--- src/inc/cld_regs.vh ---
// Named constants of the cold load pick-up detector.
// Assumes inclusion by bare name from the design files; definitions only.
`ifndef CLD_DETECT_REGS_VH
`define CLD_DETECT_REGS_VH

// Clock rate and processing cycle length
`define CLD_CLOCK_KHZ      32'h0000_4E20
`define CLD_TICK_MS        32'h0000_0005

// Hysteresis ratio against the full setting, in percent
`define CLD_RESET_PCT      8'h61
`define CLD_FULL_PCT       8'h64

// Threshold defaults in 0.01 x In steps
`define CLD_LOW_DEFAULT    16'h0014
`define CLD_HIGH_DEFAULT   16'h0078
`define CLD_OVER_DEFAULT   16'h00C8

// Timer defaults in processing cycles of 5 ms
`define CLD_TSTART_DEFAULT 19'h0_07D0
`define CLD_MAX_INRUSH_TIME_DEFAULT   19'h0_1770
`define CLD_MIN_HOLD_TIME_DEFAULT   19'h0_0008

// Internal sequencer states
`define CLD_S_IDLE         3'h0
`define CLD_S_LOWWAIT      3'h1
`define CLD_S_HOLD         3'h2
`define CLD_S_INRUSH       3'h3
`define CLD_S_POST         3'h4
`define CLD_S_BLOCKED      3'h5

// Reported detector state codes
`define CLD_R_NORMAL       3'h0
`define CLD_R_LOWCURR      3'h1
`define CLD_R_OVERCURR     3'h2
`define CLD_R_ACTIVE       3'h3
`define CLD_R_BLOCKED      3'h4

// Event vector bit positions
`define CLD_EV_LOW         0
`define CLD_EV_HIGH        1
`define CLD_EV_NORMAL      2
`define CLD_EV_OVER        3
`define CLD_EV_ACT         4
`define CLD_EV_BLOCK       5
// Previous levels after reset: load normal already on, so no false pulse
`define CLD_EV_RESET       6'h04

`endif

--- src/verilog/cld_compare.v ---
// Three-phase threshold comparator with built-in hysteresis.
// Assumes magnitudes and setting share one unit; updates on i_step only.
`timescale 1ns/100ps
`include "cld_regs.vh"
module cld_compare #(
   parameter W     = 16,
   parameter UNDER = 0
) (
   input  wire           i_clock,     // System clock
   input  wire           i_rstn,      // Async reset, active low
   input  wire           i_step,      // Processing cycle pulse
   input  wire [3*W-1:0] i_mags,      // Phase magnitudes, a in low bits
   input  wire [W-1:0]   i_threshold, // Shared setting
   output wire [2:0]     o_flags      // Per-phase picked-up flags
);
   genvar p;
   generate
      for (p = 0; p < 3; p = p + 1) begin : g_phase
         wire [W-1:0] mag = i_mags[p*W +: W];
         wire [W+7:0] mag_full  = {8'h00, mag} * `CLD_FULL_PCT;
         wire [W+7:0] mag_reset = {8'h00, mag} * `CLD_RESET_PCT;
         wire [W+7:0] thr_full  = {8'h00, i_threshold} * `CLD_FULL_PCT;
         wire [W+7:0] thr_reset = {8'h00, i_threshold} * `CLD_RESET_PCT;
         // Under mode drops out above setting/0.97, over mode below 0.97*setting
         wire pick = (UNDER != 0) ? (mag < i_threshold) : (mag > i_threshold);
         wire drop = (UNDER != 0) ? (mag_reset > thr_full) : (mag_full < thr_reset);
         reg  flag;
         // Hysteresis keeps flags from chattering near the setting
         always @(posedge i_clock or negedge i_rstn) begin
            if (!i_rstn) begin
               flag <= 1'b0;
            end else if (i_step) begin
               if (!flag) begin
                  flag <= pick;
               end else if (drop) begin
                  flag <= 1'b0;
               end
            end
         end
         assign o_flags[p] = flag;
      end
   endgenerate
endmodule

--- src/verilog/cld_detect.v ---
// Cold load pick-up detector: comparators, timers, state report, events.
// Assumes synchronous inputs, settings held by the setting group logic,
// and magnitudes already reduced to fundamental components.
//
// Notes on behaviour
// - Inputs are fundamental component per phase
// - Comparisons drop out at 97 percent hysteresis
// - One setting shared by all three phases
// - Low condition needs all phases below
// - High condition needs all phases above
// - Any phase overcurrent releases output immediately
// - Setting changes apply live without restart
// - Block input sampled once per cycle
// - Unblocked pick-up asserts active, starts timing
// - Blocked pick-up flags blocked, nothing more
// - Block while active releases like reset
// - Active only after low lasts start time
// - Short dip ignored, start timer restarts
// - Zero start time activates same cycle
// - Persistent inrush released at maximum time
// - Start-up over between thresholds clears output once minimum time has run
// - Minimum hold time, also the reclaim time
// - No inrush: release after minimum time
// - Inrush during hold starts maximum timer
// - State reported as one of five
// - Cumulative counters and on/off event pulses
`timescale 1ns/100ps
`include "cld_regs.vh"
module cld_detect #(
   parameter MW          = 16,
   parameter TW          = 19,
   parameter CW          = 16,
   parameter TICK_CYCLES = `CLD_TICK_MS * `CLD_CLOCK_KHZ
) (
   input  wire          i_clock,                          // 20 MHz system clock
   input  wire          i_rstn,                           // Async reset, active low
   input  wire [MW-1:0] i_phase_a_fundamental,            // Phase a, 0.01 x In
   input  wire [MW-1:0] i_phase_b_fundamental,            // Phase b, 0.01 x In
   input  wire [MW-1:0] i_phase_c_fundamental,            // Phase c, 0.01 x In
   input  wire [MW-1:0] i_low_current_threshold,          // Low setting
   input  wire [MW-1:0] i_high_current_threshold,         // High setting
   input  wire [MW-1:0] i_overcurrent_release_threshold,  // Overcurrent setting
   input  wire [TW-1:0] i_start_delay_time,               // Start time, cycles
   input  wire [TW-1:0] i_max_inrush_time,                // Max time, cycles
   input  wire [TW-1:0] i_min_hold_time,                  // Min time, cycles
   input  wire          i_block,                          // Blocking matrix input
   input  wire          i_counter_clear,                  // Clears both counters
   output reg           o_cycle_start,                    // Processing cycle pulse
   output reg           o_cold_load_active,               // Cold load active
   output reg           o_blocked,                        // Blocked indication
   output reg  [2:0]    o_detector_state,                 // Five-value state report
   output reg  [5:0]    o_event_on,                       // Rising event pulses
   output reg  [5:0]    o_event_off,                      // Falling event pulses
   output reg  [CW-1:0] o_activation_count,               // Activation events
   output reg  [CW-1:0] o_blocked_count                   // Blocked events
);

   // Timer helpers
   function timer_done;
      input [TW-1:0] cnt;
      input [TW-1:0] set;
      begin
         timer_done = (cnt >= set);
      end
   endfunction

   function [TW-1:0] sat_inc;
      input [TW-1:0] cnt;
      begin
         sat_inc = (&cnt) ? cnt : cnt + {{(TW-1){1'b0}}, 1'b1};
      end
   endfunction

   // Processing cycle divider; one-cycle enable, no second clock
   reg [31:0] div_cnt;
   always @(posedge i_clock or negedge i_rstn) begin
      if (!i_rstn) begin
         div_cnt       <= 32'h0000_0000;
         o_cycle_start <= 1'b0;
      end else if (div_cnt >= TICK_CYCLES - 1) begin
         div_cnt       <= 32'h0000_0000;
         o_cycle_start <= 1'b1;
      end else begin
         div_cnt       <= div_cnt + 32'h0000_0001;
         o_cycle_start <= 1'b0;
      end
   end

   // Block sampled at the cycle start, held for the whole cycle
   reg block_s;
   reg eval;
   always @(posedge i_clock or negedge i_rstn) begin
      if (!i_rstn) begin
         block_s <= 1'b0;
         eval    <= 1'b0;
      end else begin
         eval <= o_cycle_start;
         if (o_cycle_start) begin
            block_s <= i_block;
         end
      end
   end

   // Phase magnitudes packed for the comparators
   wire [3*MW-1:0] mags = {i_phase_c_fundamental, i_phase_b_fundamental, i_phase_a_fundamental};
   wire [2:0]      low_flags;
   wire [2:0]      high_flags;
   wire [2:0]      over_flags;

   // Settings are read live each cycle, so group changes apply at once
   cld_compare #(.W(MW), .UNDER(1)) u_low (
      .i_clock     (i_clock),
      .i_rstn      (i_rstn),
      .i_step      (o_cycle_start),
      .i_mags      (mags),
      .i_threshold (i_low_current_threshold),
      .o_flags     (low_flags)
   );
   cld_compare #(.W(MW), .UNDER(0)) u_high (
      .i_clock     (i_clock),
      .i_rstn      (i_rstn),
      .i_step      (o_cycle_start),
      .i_mags      (mags),
      .i_threshold (i_high_current_threshold),
      .o_flags     (high_flags)
   );
   cld_compare #(.W(MW), .UNDER(0)) u_over (
      .i_clock     (i_clock),
      .i_rstn      (i_rstn),
      .i_step      (o_cycle_start),
      .i_mags      (mags),
      .i_threshold (i_overcurrent_release_threshold),
      .o_flags     (over_flags)
   );

   // Combined current conditions
   wire low_all  = &low_flags;
   wire high_all = &high_flags;
   wire over_any = |over_flags;
   wire between  = !low_all && !high_all;

   // Sequencer and timers
   reg [2:0]    state;
   reg [TW-1:0] start_cnt;
   reg [TW-1:0] min_cnt;
   reg [TW-1:0] max_cnt;
   reg [2:0]    next_state;
   reg [TW-1:0] next_start_cnt;
   reg [TW-1:0] next_min_cnt;
   reg [TW-1:0] next_max_cnt;
   reg          act_evt;
   reg          blk_evt;

   wire [TW-1:0] start_inc = sat_inc(start_cnt);
   wire [TW-1:0] min_inc   = sat_inc(min_cnt);
   wire [TW-1:0] max_inc   = sat_inc(max_cnt);

   // Next-state logic; evaluated one clock after the cycle start
   always @* begin
      next_state     = state;
      next_start_cnt = start_cnt;
      next_min_cnt   = min_cnt;
      next_max_cnt   = max_cnt;
      act_evt        = 1'b0;
      blk_evt        = 1'b0;
      case (state)
         `CLD_S_IDLE, `CLD_S_LOWWAIT: begin
            if (low_all) begin
               next_start_cnt = start_inc;
               if (timer_done(start_inc, i_start_delay_time)) begin
                  next_start_cnt = {TW{1'b0}};
                  next_min_cnt   = {TW{1'b0}};
                  next_max_cnt   = {TW{1'b0}};
                  if (block_s) begin
                     next_state = `CLD_S_BLOCKED;
                     blk_evt    = 1'b1;
                  end else begin
                     next_state = `CLD_S_HOLD;
                     act_evt    = 1'b1;
                  end
               end else begin
                  next_state = `CLD_S_LOWWAIT;
               end
            end else begin
               next_start_cnt = {TW{1'b0}};
               next_state     = `CLD_S_IDLE;
            end
         end
         `CLD_S_BLOCKED: begin
            // No further processing until the low condition itself ends
            if (!low_all) begin
               next_state = `CLD_S_IDLE;
            end
         end
         `CLD_S_HOLD: begin
            next_min_cnt = min_inc;
            if (over_any || block_s) begin
               next_state = `CLD_S_IDLE;
            end else if (high_all) begin
               next_max_cnt = {TW{1'b0}};
               next_state   = `CLD_S_INRUSH;
            end else if (timer_done(min_inc, i_min_hold_time)) begin
               next_state = `CLD_S_IDLE;
            end
         end
         `CLD_S_INRUSH: begin
            next_min_cnt = min_inc;
            next_max_cnt = max_inc;
            if (over_any || block_s) begin
               next_state = `CLD_S_IDLE;
            end else if (high_all && timer_done(max_inc, i_max_inrush_time)) begin
               next_state = `CLD_S_IDLE;
            end else if (between) begin
               if (timer_done(min_inc, i_min_hold_time)) begin
                  next_state = `CLD_S_IDLE;
               end else begin
                  next_state = `CLD_S_POST;
               end
            end
         end
         `CLD_S_POST: begin
            next_min_cnt = min_inc;
            if (over_any || block_s) begin
               next_state = `CLD_S_IDLE;
            end else if (high_all) begin
               next_state = `CLD_S_INRUSH;
            end else if (timer_done(min_inc, i_min_hold_time)) begin
               next_state = `CLD_S_IDLE;
            end
         end
         default: begin
            next_state = `CLD_S_IDLE;
         end
      endcase
   end

   // Sequencer registers
   always @(posedge i_clock or negedge i_rstn) begin
      if (!i_rstn) begin
         state     <= `CLD_S_IDLE;
         start_cnt <= {TW{1'b0}};
         min_cnt   <= {TW{1'b0}};
         max_cnt   <= {TW{1'b0}};
      end else if (eval) begin
         state     <= next_state;
         start_cnt <= next_start_cnt;
         min_cnt   <= next_min_cnt;
         max_cnt   <= next_max_cnt;
      end
   end

   // Output levels follow the next state so release is immediate
   wire next_active = (next_state == `CLD_S_HOLD) || (next_state == `CLD_S_INRUSH) ||
                      (next_state == `CLD_S_POST);
   wire next_blocked = (next_state == `CLD_S_BLOCKED);

   // Five-value report; overcurrent shown only when not active or blocked
   reg [2:0] next_report;
   always @* begin
      next_report = `CLD_R_NORMAL;
      if (next_blocked) begin
         next_report = `CLD_R_BLOCKED;
      end else if (next_active) begin
         next_report = `CLD_R_ACTIVE;
      end else if (over_any) begin
         next_report = `CLD_R_OVERCURR;
      end else if (low_all) begin
         next_report = `CLD_R_LOWCURR;
      end
   end

   // Event level vector and its previous value
   wire [5:0] ev_level = {block_s, next_active, over_any, between, high_all, low_all};
   reg  [5:0] ev_prev;

   always @(posedge i_clock or negedge i_rstn) begin
      if (!i_rstn) begin
         o_cold_load_active <= 1'b0;
         o_blocked          <= 1'b0;
         o_detector_state   <= `CLD_R_NORMAL;
         o_event_on         <= 6'h00;
         o_event_off        <= 6'h00;
         ev_prev            <= `CLD_EV_RESET;
      end else if (eval) begin
         o_cold_load_active <= next_active;
         o_blocked          <= next_blocked;
         o_detector_state   <= next_report;
         o_event_on         <= ev_level & ~ev_prev;
         o_event_off        <= ~ev_level & ev_prev;
         ev_prev            <= ev_level;
      end else begin
         o_event_on  <= 6'h00;
         o_event_off <= 6'h00;
      end
   end

   // Counters; an event in the clear cycle still counts
   always @(posedge i_clock or negedge i_rstn) begin
      if (!i_rstn) begin
         o_activation_count <= {CW{1'b0}};
         o_blocked_count    <= {CW{1'b0}};
      end else begin
         if (eval && act_evt) begin
            o_activation_count <= i_counter_clear ? {{(CW-1){1'b0}}, 1'b1} :
                                  o_activation_count + {{(CW-1){1'b0}}, 1'b1};
         end else if (i_counter_clear) begin
            o_activation_count <= {CW{1'b0}};
         end
         if (eval && blk_evt) begin
            o_blocked_count <= i_counter_clear ? {{(CW-1){1'b0}}, 1'b1} :
                               o_blocked_count + {{(CW-1){1'b0}}, 1'b1};
         end else if (i_counter_clear) begin
            o_blocked_count <= {CW{1'b0}};
         end
      end
   end

endmodule
--- config.mk ---
export PLATFORM = sky130hd
export DESIGN_NAME = cld_detect
export DESIGN_NICKNAME = d
export VERILOG_FILES = /design/src/verilog/cld_compare.v /design/src/verilog/cld_detect.v
export VERILOG_INCLUDE_DIRS = /design/src /design/src/inc
export SDC_FILE = /design/constraint.sdc
export NUM_CORES = 1
export LEC_CHECK = 0
export ABC_CLOCK_PERIOD_IN_PS = 5000
export BUFFER_PORTS_ARGS = -buffer_cell sky130_fd_sc_hd__buf_2
export CELL_PAD_IN_SITES_DETAIL_PLACEMENT = 1
export CELL_PAD_IN_SITES_GLOBAL_PLACEMENT = 2
export CORE_MARGIN = 2
export CORE_UTILIZATION = 30
export CTS_CLUSTER_SIZE = 20
export DETAILED_ROUTE_END_ITERATION = 10
export PLACE_DENSITY = 0.72
export REMOVE_ABC_BUFFERS = 1
export SLEW_MARGIN = 10
export SYNTH_ARGS = -nofsm -noshare
export SYNTH_HDL_FRONTEND = slang
export SYNTH_HIERARCHICAL = 1
export SYNTH_SLANG_ARGS = --single-unit
--- constraint.sdc ---
create_clock -name i_clock -period 5 [get_ports i_clock]
set_clock_uncertainty 0.2 [all_clocks]
set_input_delay 0.25 -clock i_clock [delete_from_list [all_inputs] [get_ports i_clock]]
set_output_delay 0.25 -clock i_clock [all_outputs]
set_load 0.01 [all_outputs]
==> impl_metrics.py, run 1 <==
metrics = {
    "status": {
        "status": "finished, final reports clean",
    },
    "hold_path": {
        "hold_path_depth": 2,
        "hold_class": "input port to flip-flop",
        "hold_start": "i_counter_clear",
        "min_to": "o_activation_count[1]$_DFFE_PN0P_",
    },
    "yosys": {
        "synth_most_common_cell": "ha_1",
        "syn-cell-area_mm2": 0.03631,
        "syn_inst": 4226,
        "synth_edf_count": 0,
        "yosys_warnings": 6,
        "synth_area_leaders": "ha_1 37%, dfrtp_1 11%, inv_1 7.0%, fa_1 6.5%, xnor2_1 3.7%",
        "synthFlopType": "dfrtp_1",
        "synth_common_cells": "1073 x ha_1, 679 x inv_1, 260 x a21oi_1, 195 x nand2_1, 162 x nor2_1",
        "synth_top_area_share": 0.3698,
        "synth-seq-cells": 157,
        "synthesis.area_per_instance_um2": 8.592,
        "async_reset_ff_frac": 1.000,
        "yosysTopAreaCell": "ha_1",
        "ys_types": 118,
        "seq_area_frac_synth": 0.1082,
    },
    "pwr": {
        "max-vdd-ir-drop_mv": 0.2722,
        "power.density_mw_per_mm2": 331.4,
        "leakagePower_nw": 23.52,
    },
    "timing": {
        "drv_slew": 0,
        "slew_headroom": 0.08470,
        "setup_ws_ns": 0.1515,
        "fmax_ghz": 0.2062,
        "min_period_over_period": 0.9697,
        "post-route-min-period_ns": 4.849,
        "setup_violations": 0,
        "rsz0062_at_grt": "yes",
        "final.setup.tns_ns": 0,
        "hold_viol": 0,
        "worstMarginPinSlew_ns": 1.362,
    },
    "cells_and_area": {
        "drive_above_1_share": 0.1836,
        "fin_area_mm2": 0.04414,
        "stdcell_count": 6507,
        "fin_util": 0.3679,
        "num-fill-cells": 14310,
        "syn_to_final_growth_pct": 21.56,
        "num-nets-final": 6224,
    },
    "floorplan": {
        "die_y_um": 351.9,
        "num_rows": 127,
        "core-area_mm2": 0.1200,
        "die_area_mm2": 0.1238,
        "die_w_um": 351.9,
        "initial_core_util": 0.3026,
        "ioPinCount": 207,
    },
    "critical_path": {
        "worst_ep_arrival_time_ns": 5.07,
        "timing.rr.end": "max_cnt[18]$_DFFE_PN0P_",
        "reg2reg_from": "start_cnt[3]$_DFFE_PN0P_",
        "worstRegToRegCells": 15,
        "crit_type": "input port to flip-flop",
        "worstPathRequired_ns": 5.23,
        "r2r_slack_ns": 0.33,
        "start_kind": "input port",
        "end_kind": "flip-flop",
        "crit_fanout": 3,
    },
    "clocking": {
        "cts-buffers-inserted": 17,
        "htree_levels": 4,
        "root_buffer": "clkbuf_16",
        "clk_latency_ns": 0.49,
        "clock-sinks": 157,
        "cts_tree": "built",
        "clk_pin_slew_ns": 0.09,
        "clock_tree.buffer_depth": 2,
    },
    "drt": {
        "wl_per_cell_um": 19.32,
        "final_antenna_net_count": 0,
        "routed_wl_mm": 125.7,
        "first_pass_iters": 5,
        "vias": 33150,
        "via_per_inst": 5.095,
        "drcViolationCount": 0,
        "drt_iter0_drc": 1185,
    },
    "placement": {
        "pre_cts_slack_ns": -0.6318,
        "placed_cells": 6461,
        "dpl-instance-area_mm2": 0.04268,
        "port_buffers": 206,
        "place.gp.congestion": 0.8838,
        "place_hpwl_mm": 107.0,
    },
    "global_route": {
        "grt_overflow": 0,
        "antenna_found_initial": 15,
        "gr-usage-all-layers": 0.2020,
        "grt_max_degree": 92,
        "grt_pass1_vias": 34720,
        "grt_pass1_wl_mm": 193.1,
    },
    "job": {
        "maxCapViolations": 0,
    },
}
==> cells by family after synthesis <==
| family | Yosys count | share of synthesized area |
|---|---|---|
| mux | 25 | 0.007271 |
| fa+ha+maj | 1198 | 0.4366 |
| other cells | 1 | 0.0001033 |
| buf+inv | 744 | 0.07867 |
| compound gates | 947 | 0.1772 |
| simple gates | 910 | 0.1319 |
| xor+xnor | 244 | 0.06003 |
| flops | 157 | 0.1082 |
==> metal layers <==
metal	routed length (µm)	GRT usage
met2	61610	0.3639
met3	5413	0.03117
met5	86	0
met4	4224	0.06340
met1	54410	0.2445
==> final cells by class <==
class / count / area [µm²] / share of cell area
Timing Repair Buffer: 682 / 4717 / 0.1069
Sequential cell: 157 / 3930 / 0.08904
Tap cell: 1612 / 2017 / 0.04570
Clock inverter: 14 / 147.6 / 0.003345
Clock buffer: 18 / 429.2 / 0.009724
Multi-Input combinational cell: 3339 / 30330 / 0.6872
Inverter: 680 / 2552 / 0.05783
Antenna cell: 5 / 12.51 / 0.0002835
==> per-stage QoR <==
stage / hold WS, ns / power (mW)
3_3_place_gp: 0.2334 / 12.52
4_1_cts: 0.1188 / 14.35
3_5_place_dp: 0.2357 / 12.82
2_1_floorplan: -0.2456 / 8.377
5_1_grt: 0.1495 / 16.15
6_report: 0.1423 / 14.63
==> flip-flops by register name, indices dropped and copies added (netlist names), 6 cells and up <==
signal	flops
start_cnt	19
div_cnt	32
min_cnt	19
o_event_off	6
o_event_on	6
o_activation_count	16
ev_prev	6
o_blocked_count	16
max_cnt	19
==> timing repair <==
item                       4_1_cts  5_1_grt
buffers inserted                 0        7
resized for setup                5      140
setup endpoints to repair        2       15
pin swaps                        4       79
hold endpoints to repair        89        0
hold buffers                     2        0
==> worst max-delay path by stage <==
stage	startpoint	to	cells after the start	slack (ns)
finish	i_phase_c_fundamental[8]	u_low/g_phase[2].flag$_DFFE_PN0P_	23	0.15
global placement	i_overcurrent_release_threshold[4]	u_over/g_phase[1].flag$_DFFE_PN0P_	23	-0.46
floorplan	i_overcurrent_release_threshold[4]	u_over/g_phase[1].flag$_DFFE_PN0P_	22	-0.18
global route	i_phase_c_fundamental[8]	u_low/g_phase[2].flag$_DFFE_PN0P_	23	-0.08
detailed placement	i_overcurrent_release_threshold[4]	u_over/g_phase[1].flag$_DFFE_PN0P_	23	-0.63
CTS	i_overcurrent_release_threshold[4]	u_over/g_phase[1].flag$_DFFE_PN0P_	23	-0.003
==> worst max-delay path, stage by stage <==
cell       delay, ns
buf_2           0.13
ha_4            0.28
ha_4            0.20
ha_4            0.27
inv_2           0.04
fa_1            0.50
inv_2           0.05
ha_4            0.21
a2111o_1        0.47
a21oi_2         0.17
o21ai_2         0.09
a2111oi_2       0.35
buf_4           0.17
o31ai_2         0.06
a21oi_1         0.15
xnor2_1         0.09
ha_1            0.29
nand4_1         0.13
nor4_2          0.28
nand4_1         0.16
or3_1           0.38
a32oi_1         0.20
o32a_1          0.16
==> where the power goes <==
part | internal [mW] | total, mW | switching (mW)
logic | 5.50 | 11.7 | 6.25
registers | 1.38 | 1.50 | 0.120
clock network | 0.706 | 1.38 | 0.669
==> placed cells by master, fill, tap and decap left out, types with 17 or more instances in the layout <==
cell and count:
nor2_1 162, and4_1 20, a21oi_1 244, xor2_1 83, a211oi_1 35, o21ai_1 21
nor4_1 22, dfrtp_1 156, inv_1 674, nand2b_1 36, and3_1 56, nor2b_1 53
and2_1 22, or3_1 33, buf_4 469, clkbuf_16 17, o21bai_1 26, o21ai_0 143
o211ai_1 34, nand4_1 62, a21o_1 109, nand3_1 107, xnor2_1 154, fa_1 116
o31ai_1 23, a31oi_1 24, a21oi_2 19, o21a_1 62, nor3_1 66, ha_1 1029
a211o_1 23, buf_2 194, nand2_1 194, ha_4 35
Note: power is estimated with default switching activity, not from simulation.
==> run 2: changes to the inputs <==
Settings changed: ABC_CLOCK_PERIOD_IN_PS 5000 to default, CORE_MARGIN 2 to 8.
Clock period 5 ns to 4.9 ns, I/O delays scaled along.
==> run 2 against run 1 <==
The run now ends with setup timing left. Register-to-register slack worse by 0.03 ns. Cell area up 0.41%. Non-clock buffer count up 60. Sequential power about the same. Sequential share of layout area about the same.
==> impl_metrics.py, run 2 (synthesis results as in run 1) <==
metrics = {
    "status": {
        "status": "complete, but fails checks",
        "violations": "setup timing",
    },
    "global_route": {
        "antenna_found_initial": 10,
        "grt_max_degree": 158,
        "grt_overflow": 0,
        "gr-usage-all-layers": 0.1899,
        "grt_pass1_vias": 35480,
        "grt_pass1_wl_mm": 199.6,
    },
    "clocking": {
        "root_buffer": "clkbuf_16",
        "cts_tree": "built",
        "clk_pin_slew_ns": 0.07,
        "clk_latency_ns": 0.49,
        "clock-sinks": 157,
        "clock_tree.buffer_depth": 2,
        "cts-buffers-inserted": 17,
        "htree_levels": 4,
    },
    "drt": {
        "drcViolationCount": 0,
        "final_antenna_net_count": 0,
        "routed_wl_mm": 127.5,
        "first_pass_iters": 5,
        "drt_iter0_drc": 1118,
        "vias": 33310,
        "via_per_inst": 5.070,
        "wl_per_cell_um": 19.41,
    },
    "pwr": {
        "power_frac_comb": 0.799,
        "switching_share": 0.4750,
        "leakagePower_nw": 23.88,
        "p_seq_frac": 0.101,
        "max-vdd-ir-drop_mv": 0.2297,
        "power.density_mw_per_mm2": 342.7,
        "p_clk_frac": 0.101,
        "p_int_mw": 7.974,
        "power.switching_mw": 7.215,
    },
    "cells_and_area": {
        "drive_above_1_share": 0.1871,
        "fin_util": 0.3694,
        "syn_to_final_growth_pct": 22.06,
        "final_cell_mix": "1058 x ha_1, 679 x inv_1, 528 x buf_4",
        "final_common_cell": "ha_1",
        "fin_area_mm2": 0.04432,
        "num-nets-final": 6284,
        "stdcell_count": 6569,
        "top_register": "div_cnt",
        "largest_register_ffs": 32,
    },
    "timing": {
        "fmax_ghz": 0.2033,
        "slew_headroom": 0.2054,
        "min_period_over_period": 1.004,
        "setup_ws_ns": -0.01977,
        "drv_slew": 0,
        "setup_violations": 1,
        "hold_viol": 0,
        "rsz0062_at_grt": "yes",
        "post-route-min-period_ns": 4.920,
        "worstMarginPinSlew_ns": 1.183,
    },
    "placement": {
        "port_buffers": 206,
        "placed_cells": 6512,
        "place_hpwl_mm": 108.8,
        "place.gp.congestion": 0.8772,
        "dpl-instance-area_mm2": 0.04306,
    },
    "critical_path": {
        "crit_type": "input port to flip-flop",
        "end_kind": "flip-flop",
        "worst_ep_arrival_time_ns": 5.10,
        "crit_fanout": 3,
        "start_kind": "input port",
        "worstPathRequired_ns": 5.08,
    },
    "floorplan": {
        "num_rows": 127,
        "core-area_mm2": 0.1200,
        "die_y_um": 363.9,
        "die_area_mm2": 0.1324,
        "initial_core_util": 0.3026,
        "ioPinCount": 207,
        "die_w_um": 363.9,
    },
    "hold_path": {
        "hold_class": "input port to flip-flop",
    },
    "job": {
        "maxCapViolations": 0,
    },
}
==> run 2: cell types whose count changed in the layout (fill, tap and decap cells not counted), sizes merged <==
cell,delta
diode,+2
clkinv,-1
clkbuf,-4
buf,+65
inv,-2
bufinv,+2
==> run 2: worst paths after layout <==
check	depth (start not counted)	endpoint	slack (ns)	startpoint
min	2	o_blocked_count[3]$_DFFE_PN0P_	0.13	i_counter_clear
max reg2reg	15	o_blocked_count[10]$_DFFE_PN0P_	0.30	start_cnt[3]$_DFFE_PN0P_
max in group asynchronous	3	o_activation_count[15]$_DFFE_PN0P_	3.35	i_rstn
min reg2reg	1	o_event_on[0]$_DFF_PN0_	0.24	ev_prev[0]$_DFFE_PN0P_
max	25	u_high/g_phase[0].flag$_DFFE_PN0P_	-0.02	i_high_current_threshold[4]
min in group asynchronous	3	start_cnt[8]$_DFFE_PN0P_	0.24	i_rstn
==> run 2: per-stage QoR <==
| stage | hold WS (ns) | total power, mW | setup TNS [ns] | worst slack (ns) |
|---|---|---|---|---|
| after detailed placement | 0.2420 | 13.14 | -4.860 | -0.6799 |
| after global routing | 0.1294 | 16.72 | -0.4660 | -0.2102 |
| after global placement | 0.2341 | 12.82 | -4.017 | -0.5672 |
| final | 0.1270 | 15.19 | -0.01977 | -0.01977 |
| after CTS | 0.09034 | 14.93 | -0.01452 | -0.01452 |
| after floorplan | -0.2506 | 8.548 | -0.4720 | -0.2710 |
==> run 2: repair_timing <==
item / 4_1_cts / 5_1_grt
pin swaps: 19 / 54
setup endpoints to repair: 6 / 28
buffers inserted: 11 / 6
gates resized for setup: 17 / 86
hold buffers: 2 / 0
endpoints found under the hold margin: 157 / 0
==> run 2: cell type report <==
cell class	instances	area, µm²
diodes	7	17.52
inverters	680	2552
flip-flops and latches	157	3930
clock inverters	13	173.9
fillers	14280	75650
clock buffers	19	452.9
well taps	1612	2017
multi-input cells	3339	30030
repair buffers	742	5149
==> run 2: critical path, stage by stage <==
cell and delay [ns]:
buf_2 0.14, ha_1 0.30, ha_1 0.30, ha_1 0.28
inv_1 0.05, fa_1 0.50, inv_1 0.04, ha_2 0.18
or3_4 0.43, a211oi_4 0.26, o21ai_2 0.08, a21oi_2 0.17
xor2_2 0.08, buf_6 0.14, ha_4 0.27, and3_4 0.18
nand4_1 0.09, a31oi_1 0.15, nand3b_1 0.23, a21oi_2 0.09
a211oi_2 0.26, o32ai_1 0.11, o32ai_1 0.34, nand3_1 0.11
o31ai_1 0.07
==> run 2: power by group through the flow <==
| stage | Sequential [mW] | Combinational (mW) | Clock [mW] |
|---|---|---|---|
| 2_1_floorplan | 1.52 | 7.02 | 0 |
| 3_3_place_gp | 1.55 | 11.3 | 0 |
| 3_5_place_dp | 1.56 | 11.6 | 0 |
| 4_1_cts | 1.53 | 11.8 | 1.58 |
| 5_1_grt | 1.54 | 13.6 | 1.61 |
| 6_report | 1.53 | 12.1 | 1.53 |
==> run 2: routing by layer <==
| layer | part of all wire | global-route usage | vias up | wire length, µm |
|---|---|---|---|---|
| li1 | - | - | 16480 | - |
| met1 | 0.45 | 0.2379 | 16280 | 57200 |
| met2 | 0.49 | 0.3437 | 409 | 62920 |
| met3 | 0.034 | 0.02540 | 130 | 4278 |
| met4 | 0.024 | 0.04389 | 6 | 3080 |
| met5 | 0.00029 | 0 | - | 37 |
==> run 3: changes to the inputs <==
Settings changed: ABC_AREA from default to 1, PLACE_DENSITY 0.72 to 0.75.
==> run 3 against run 2 <==
The flow now finishes without violations. Clock power is 9% lower. Area after synthesis is 4.2% higher. Cell count is 9.7% higher. Cell area is 4.0% lower. Critical path type is now flip-flop to flip-flop. Largest cell class unchanged. Largest power group unchanged.
==> impl_metrics.py, run 3 <==
metrics = {
    "status": {
        "status": "finished, final reports clean",
    },
    "floorplan": {
        "initial_core_util": 0.3017,
        "ioPinCount": 207,
        "num_rows": 130,
        "die_area_mm2": 0.1377,
        "die_w_um": 371.1,
        "die_y_um": 371.1,
        "core-area_mm2": 0.1254,
    },
    "yosys": {
        "syn-cell-area_mm2": 0.03783,
        "synthesis.area_per_instance_um2": 7.300,
        "synth_area_leaders": "ha_1 35%, nand2_1 11%, inv_1 10%, dfrtp_1 10%, fa_1 6.2%",
        "ys_types": 68,
        "yosys_warnings": 6,
        "synth_most_common_cell": "ha_1",
        "synth-seq-cells": 157,
        "syn_inst": 5182,
        "synth_common_cells": "1073 x ha_1, 1062 x nand2_1, 1057 x inv_1, 302 x a21oi_1, 280 x nor2_1",
        "seq_area_frac_synth": 0.1039,
        "async_reset_ff_frac": 1.000,
        "synth_top_area_share": 0.3549,
        "synthFlopType": "dfrtp_1",
        "synth_edf_count": 0,
        "yosysTopAreaCell": "ha_1",
    },
    "placement": {
        "dpl-instance-area_mm2": 0.04189,
        "place.gp.congestion": 0.8511,
        "place_hpwl_mm": 111.9,
        "port_buffers": 206,
    },
    "cells_and_area": {
        "fin_area_mm2": 0.04254,
        "final_common_cell": "ha_1",
        "final_cell_mix": "1073 x ha_1, 1062 x nand2_1, 1057 x inv_1",
        "register_area_mm2": 0.003930,
        "top_register": "div_cnt",
        "num-nets-final": 6881,
        "multi_input_area_mm2": 0.02972,
        "num-fill-cells": 15720,
        "drive_above_1_share": 0.09248,
        "largest_register_ffs": 32,
        "syn_to_final_growth_pct": 12.44,
    },
    "clocking": {
        "cts_tree": "built",
        "htree_levels": 4,
        "clk_latency_ns": 0.49,
        "cts-buffers-inserted": 17,
        "clock_tree.buffer_depth": 2,
        "clock-sinks": 157,
        "root_buffer": "clkbuf_16",
        "cts_resized": 0,
        "clk_pin_slew_ns": 0.08,
    },
    "global_route": {
        "grt_pass1_wl_mm": 204.3,
        "antenna_found_initial": 15,
        "grt_max_degree": 136,
        "grt_pass1_vias": 36570,
        "gr-usage-all-layers": 0.1866,
        "grt_overflow": 0,
    },
    "hold_path": {
        "hold_class": "input port to flip-flop",
        "hold_start": "i_counter_clear",
    },
    "job": {
        "maxCapViolations": 0,
    },
    "critical_path": {
        "cp_slowest_cell": "nand3_1",
        "critPathLaunch": "start_cnt[1]$_DFFE_PN0P_",
        "worst_ep_arrival_time_ns": 4.57,
        "crit_type": "flip-flop to flip-flop",
        "crit_fanout": 12,
        "start_kind": "flip-flop",
        "worstPathRequired_ns": 5.08,
        "slowest_delay_ns": 0.47,
        "crit_family": "simple AND/OR/NAND/NOR gates",
        "cp_cell_sequence": "ha_1 -> nand2_1 -> nor3_1 -> nand3_1 -> nor2_2 -> nand4_2 -> nand2_2 -> nor2_1 -> xor2_1 -> ha_1 -> nand2_1 -> inv_1 -> nand4_1 -> nor3_1 -> a21oi_1 -> nand3_2 -> nand3_1 -> nand2_1 -> o21ai_0",
        "cpMostUsedCell": "nand2_1",
        "reg2reg_from": "start_cnt[1]$_DFFE_PN0P_",
        "end_kind": "flip-flop",
        "worst-path-buf-inv": 1,
    },
    "timing": {
        "fmax_ghz": 0.2281,
        "min_period_over_period": 0.8947,
        "rsz0062_at_grt": "no",
        "final.setup.tns_ns": 0,
        "hold_viol": 0,
        "drv_slew": 0,
        "slew_headroom": 0.4208,
        "setup_violations": 0,
        "worstMarginPinSlew_ns": 0.8687,
        "post-route-min-period_ns": 4.384,
    },
    "drt": {
        "via_per_inst": 4.850,
        "drcViolationCount": 0,
        "drt_iter0_drc": 1049,
        "first_pass_iters": 5,
        "routed_wl_mm": 128.7,
        "wl_per_cell_um": 17.87,
        "final_antenna_net_count": 0,
        "vias": 34940,
    },
    "pwr": {
        "leakagePower_nw": 24.71,
        "max-vdd-ir-drop_mv": 0.2482,
        "power.density_mw_per_mm2": 327.6,
    },
}
==> run 3: cell count changes after synthesis, moves of 87 or more <==
cell	before	now
inv_1	679	1057
nand2_1	195	1062
a21o_1	109	16
nor2_1	162	280
xnor2_1	155	68
nand3_1	108	244
==> run 3: logic make-up after synthesis <==
logic type	count (synthesis)	synth area share
and+or+nand+nor	1874	0.2176
adders and majority gates	1190	0.4168
buffers and inverters	1104	0.1119
AOI/OAI and AO/OA	635	0.09787
xor gates and xnor gates	220	0.05153
DFF	157	0.1039
other	1	0.00009913
muxes	1	0.0002646
==> run 3: report_power, final <==
part	switching (mW)	internal (mW)
Combinational	6.79	4.18
Clock	0.706	0.684
Sequential	0.130	1.44
Total	7.62	6.31
==> run 3: metal layers <==
layer / vias up / wire length [µm] / track usage
met1: 16840 / 61330 / 0.2448
li1: 17710 / - / -
met5: - / 54 / 0
met4: 8 / 1753 / 0.03119
met2: 291 / 62940 / 0.3360
met3: 88 / 2647 / 0.01618
==> run 3: final timing paths <==
path | end | slack (ns) | cells past startpoint
setup / recovery | o_blocked_count[4]$_DFFE_PN0P_ | 0.52 | 19
hold / removal | o_blocked_count[8]$_DFFE_PN0P_ | 0.15 | 2
setup reg to reg | o_blocked_count[4]$_DFFE_PN0P_ | 0.52 | 19
hold reg to reg | o_event_on[3]$_DFF_PN0_ | 0.23 | 1
max in group asynchronous | u_low/g_phase[1].flag$_DFFE_PN0P_ | 2.81 | 4
min in group asynchronous | start_cnt[1]$_DFFE_PN0P_ | 0.53 | 3
==> run 3: repair_timing <==
action / CTS / global route
hold endpoints to repair: 50 / 0
setup endpoints to repair: 0 / 0
buffers inserted: 0 / 0
hold buffers: 4 / 0
==> run 3: stage by stage <==
step,total power [mW],worst slack [ns],hold slack [ns],util,instances
after floorplan,9.065,0.6135,-0.2506,-,5164
after global placement,12.33,0.1302,-0.04514,0.3340,7161
after detailed placement,12.63,0.03212,-0.04451,0.3340,7161
after CTS,14.13,0.4367,0.09178,0.3390,7197
after global routing,15.71,0.1403,0.1393,0.3391,7199
final,13.93,0.5158,0.1457,0.3392,7204
==> run 3: area by class of cell <==
| cell class | count | area share |
|---|---|---|
| Clock inverter | 15 | 0.003942 |
| Multi-Input combinational cell | 3935 | 0.6987 |
| Timing Repair Buffer | 351 | 0.05139 |
| Sequential cell | 157 | 0.09239 |
| Antenna cell | 7 | 0.0004118 |
| Inverter | 1072 | 0.09466 |
| Tap cell | 1650 | 0.04854 |
| Clock buffer | 17 | 0.01000 |
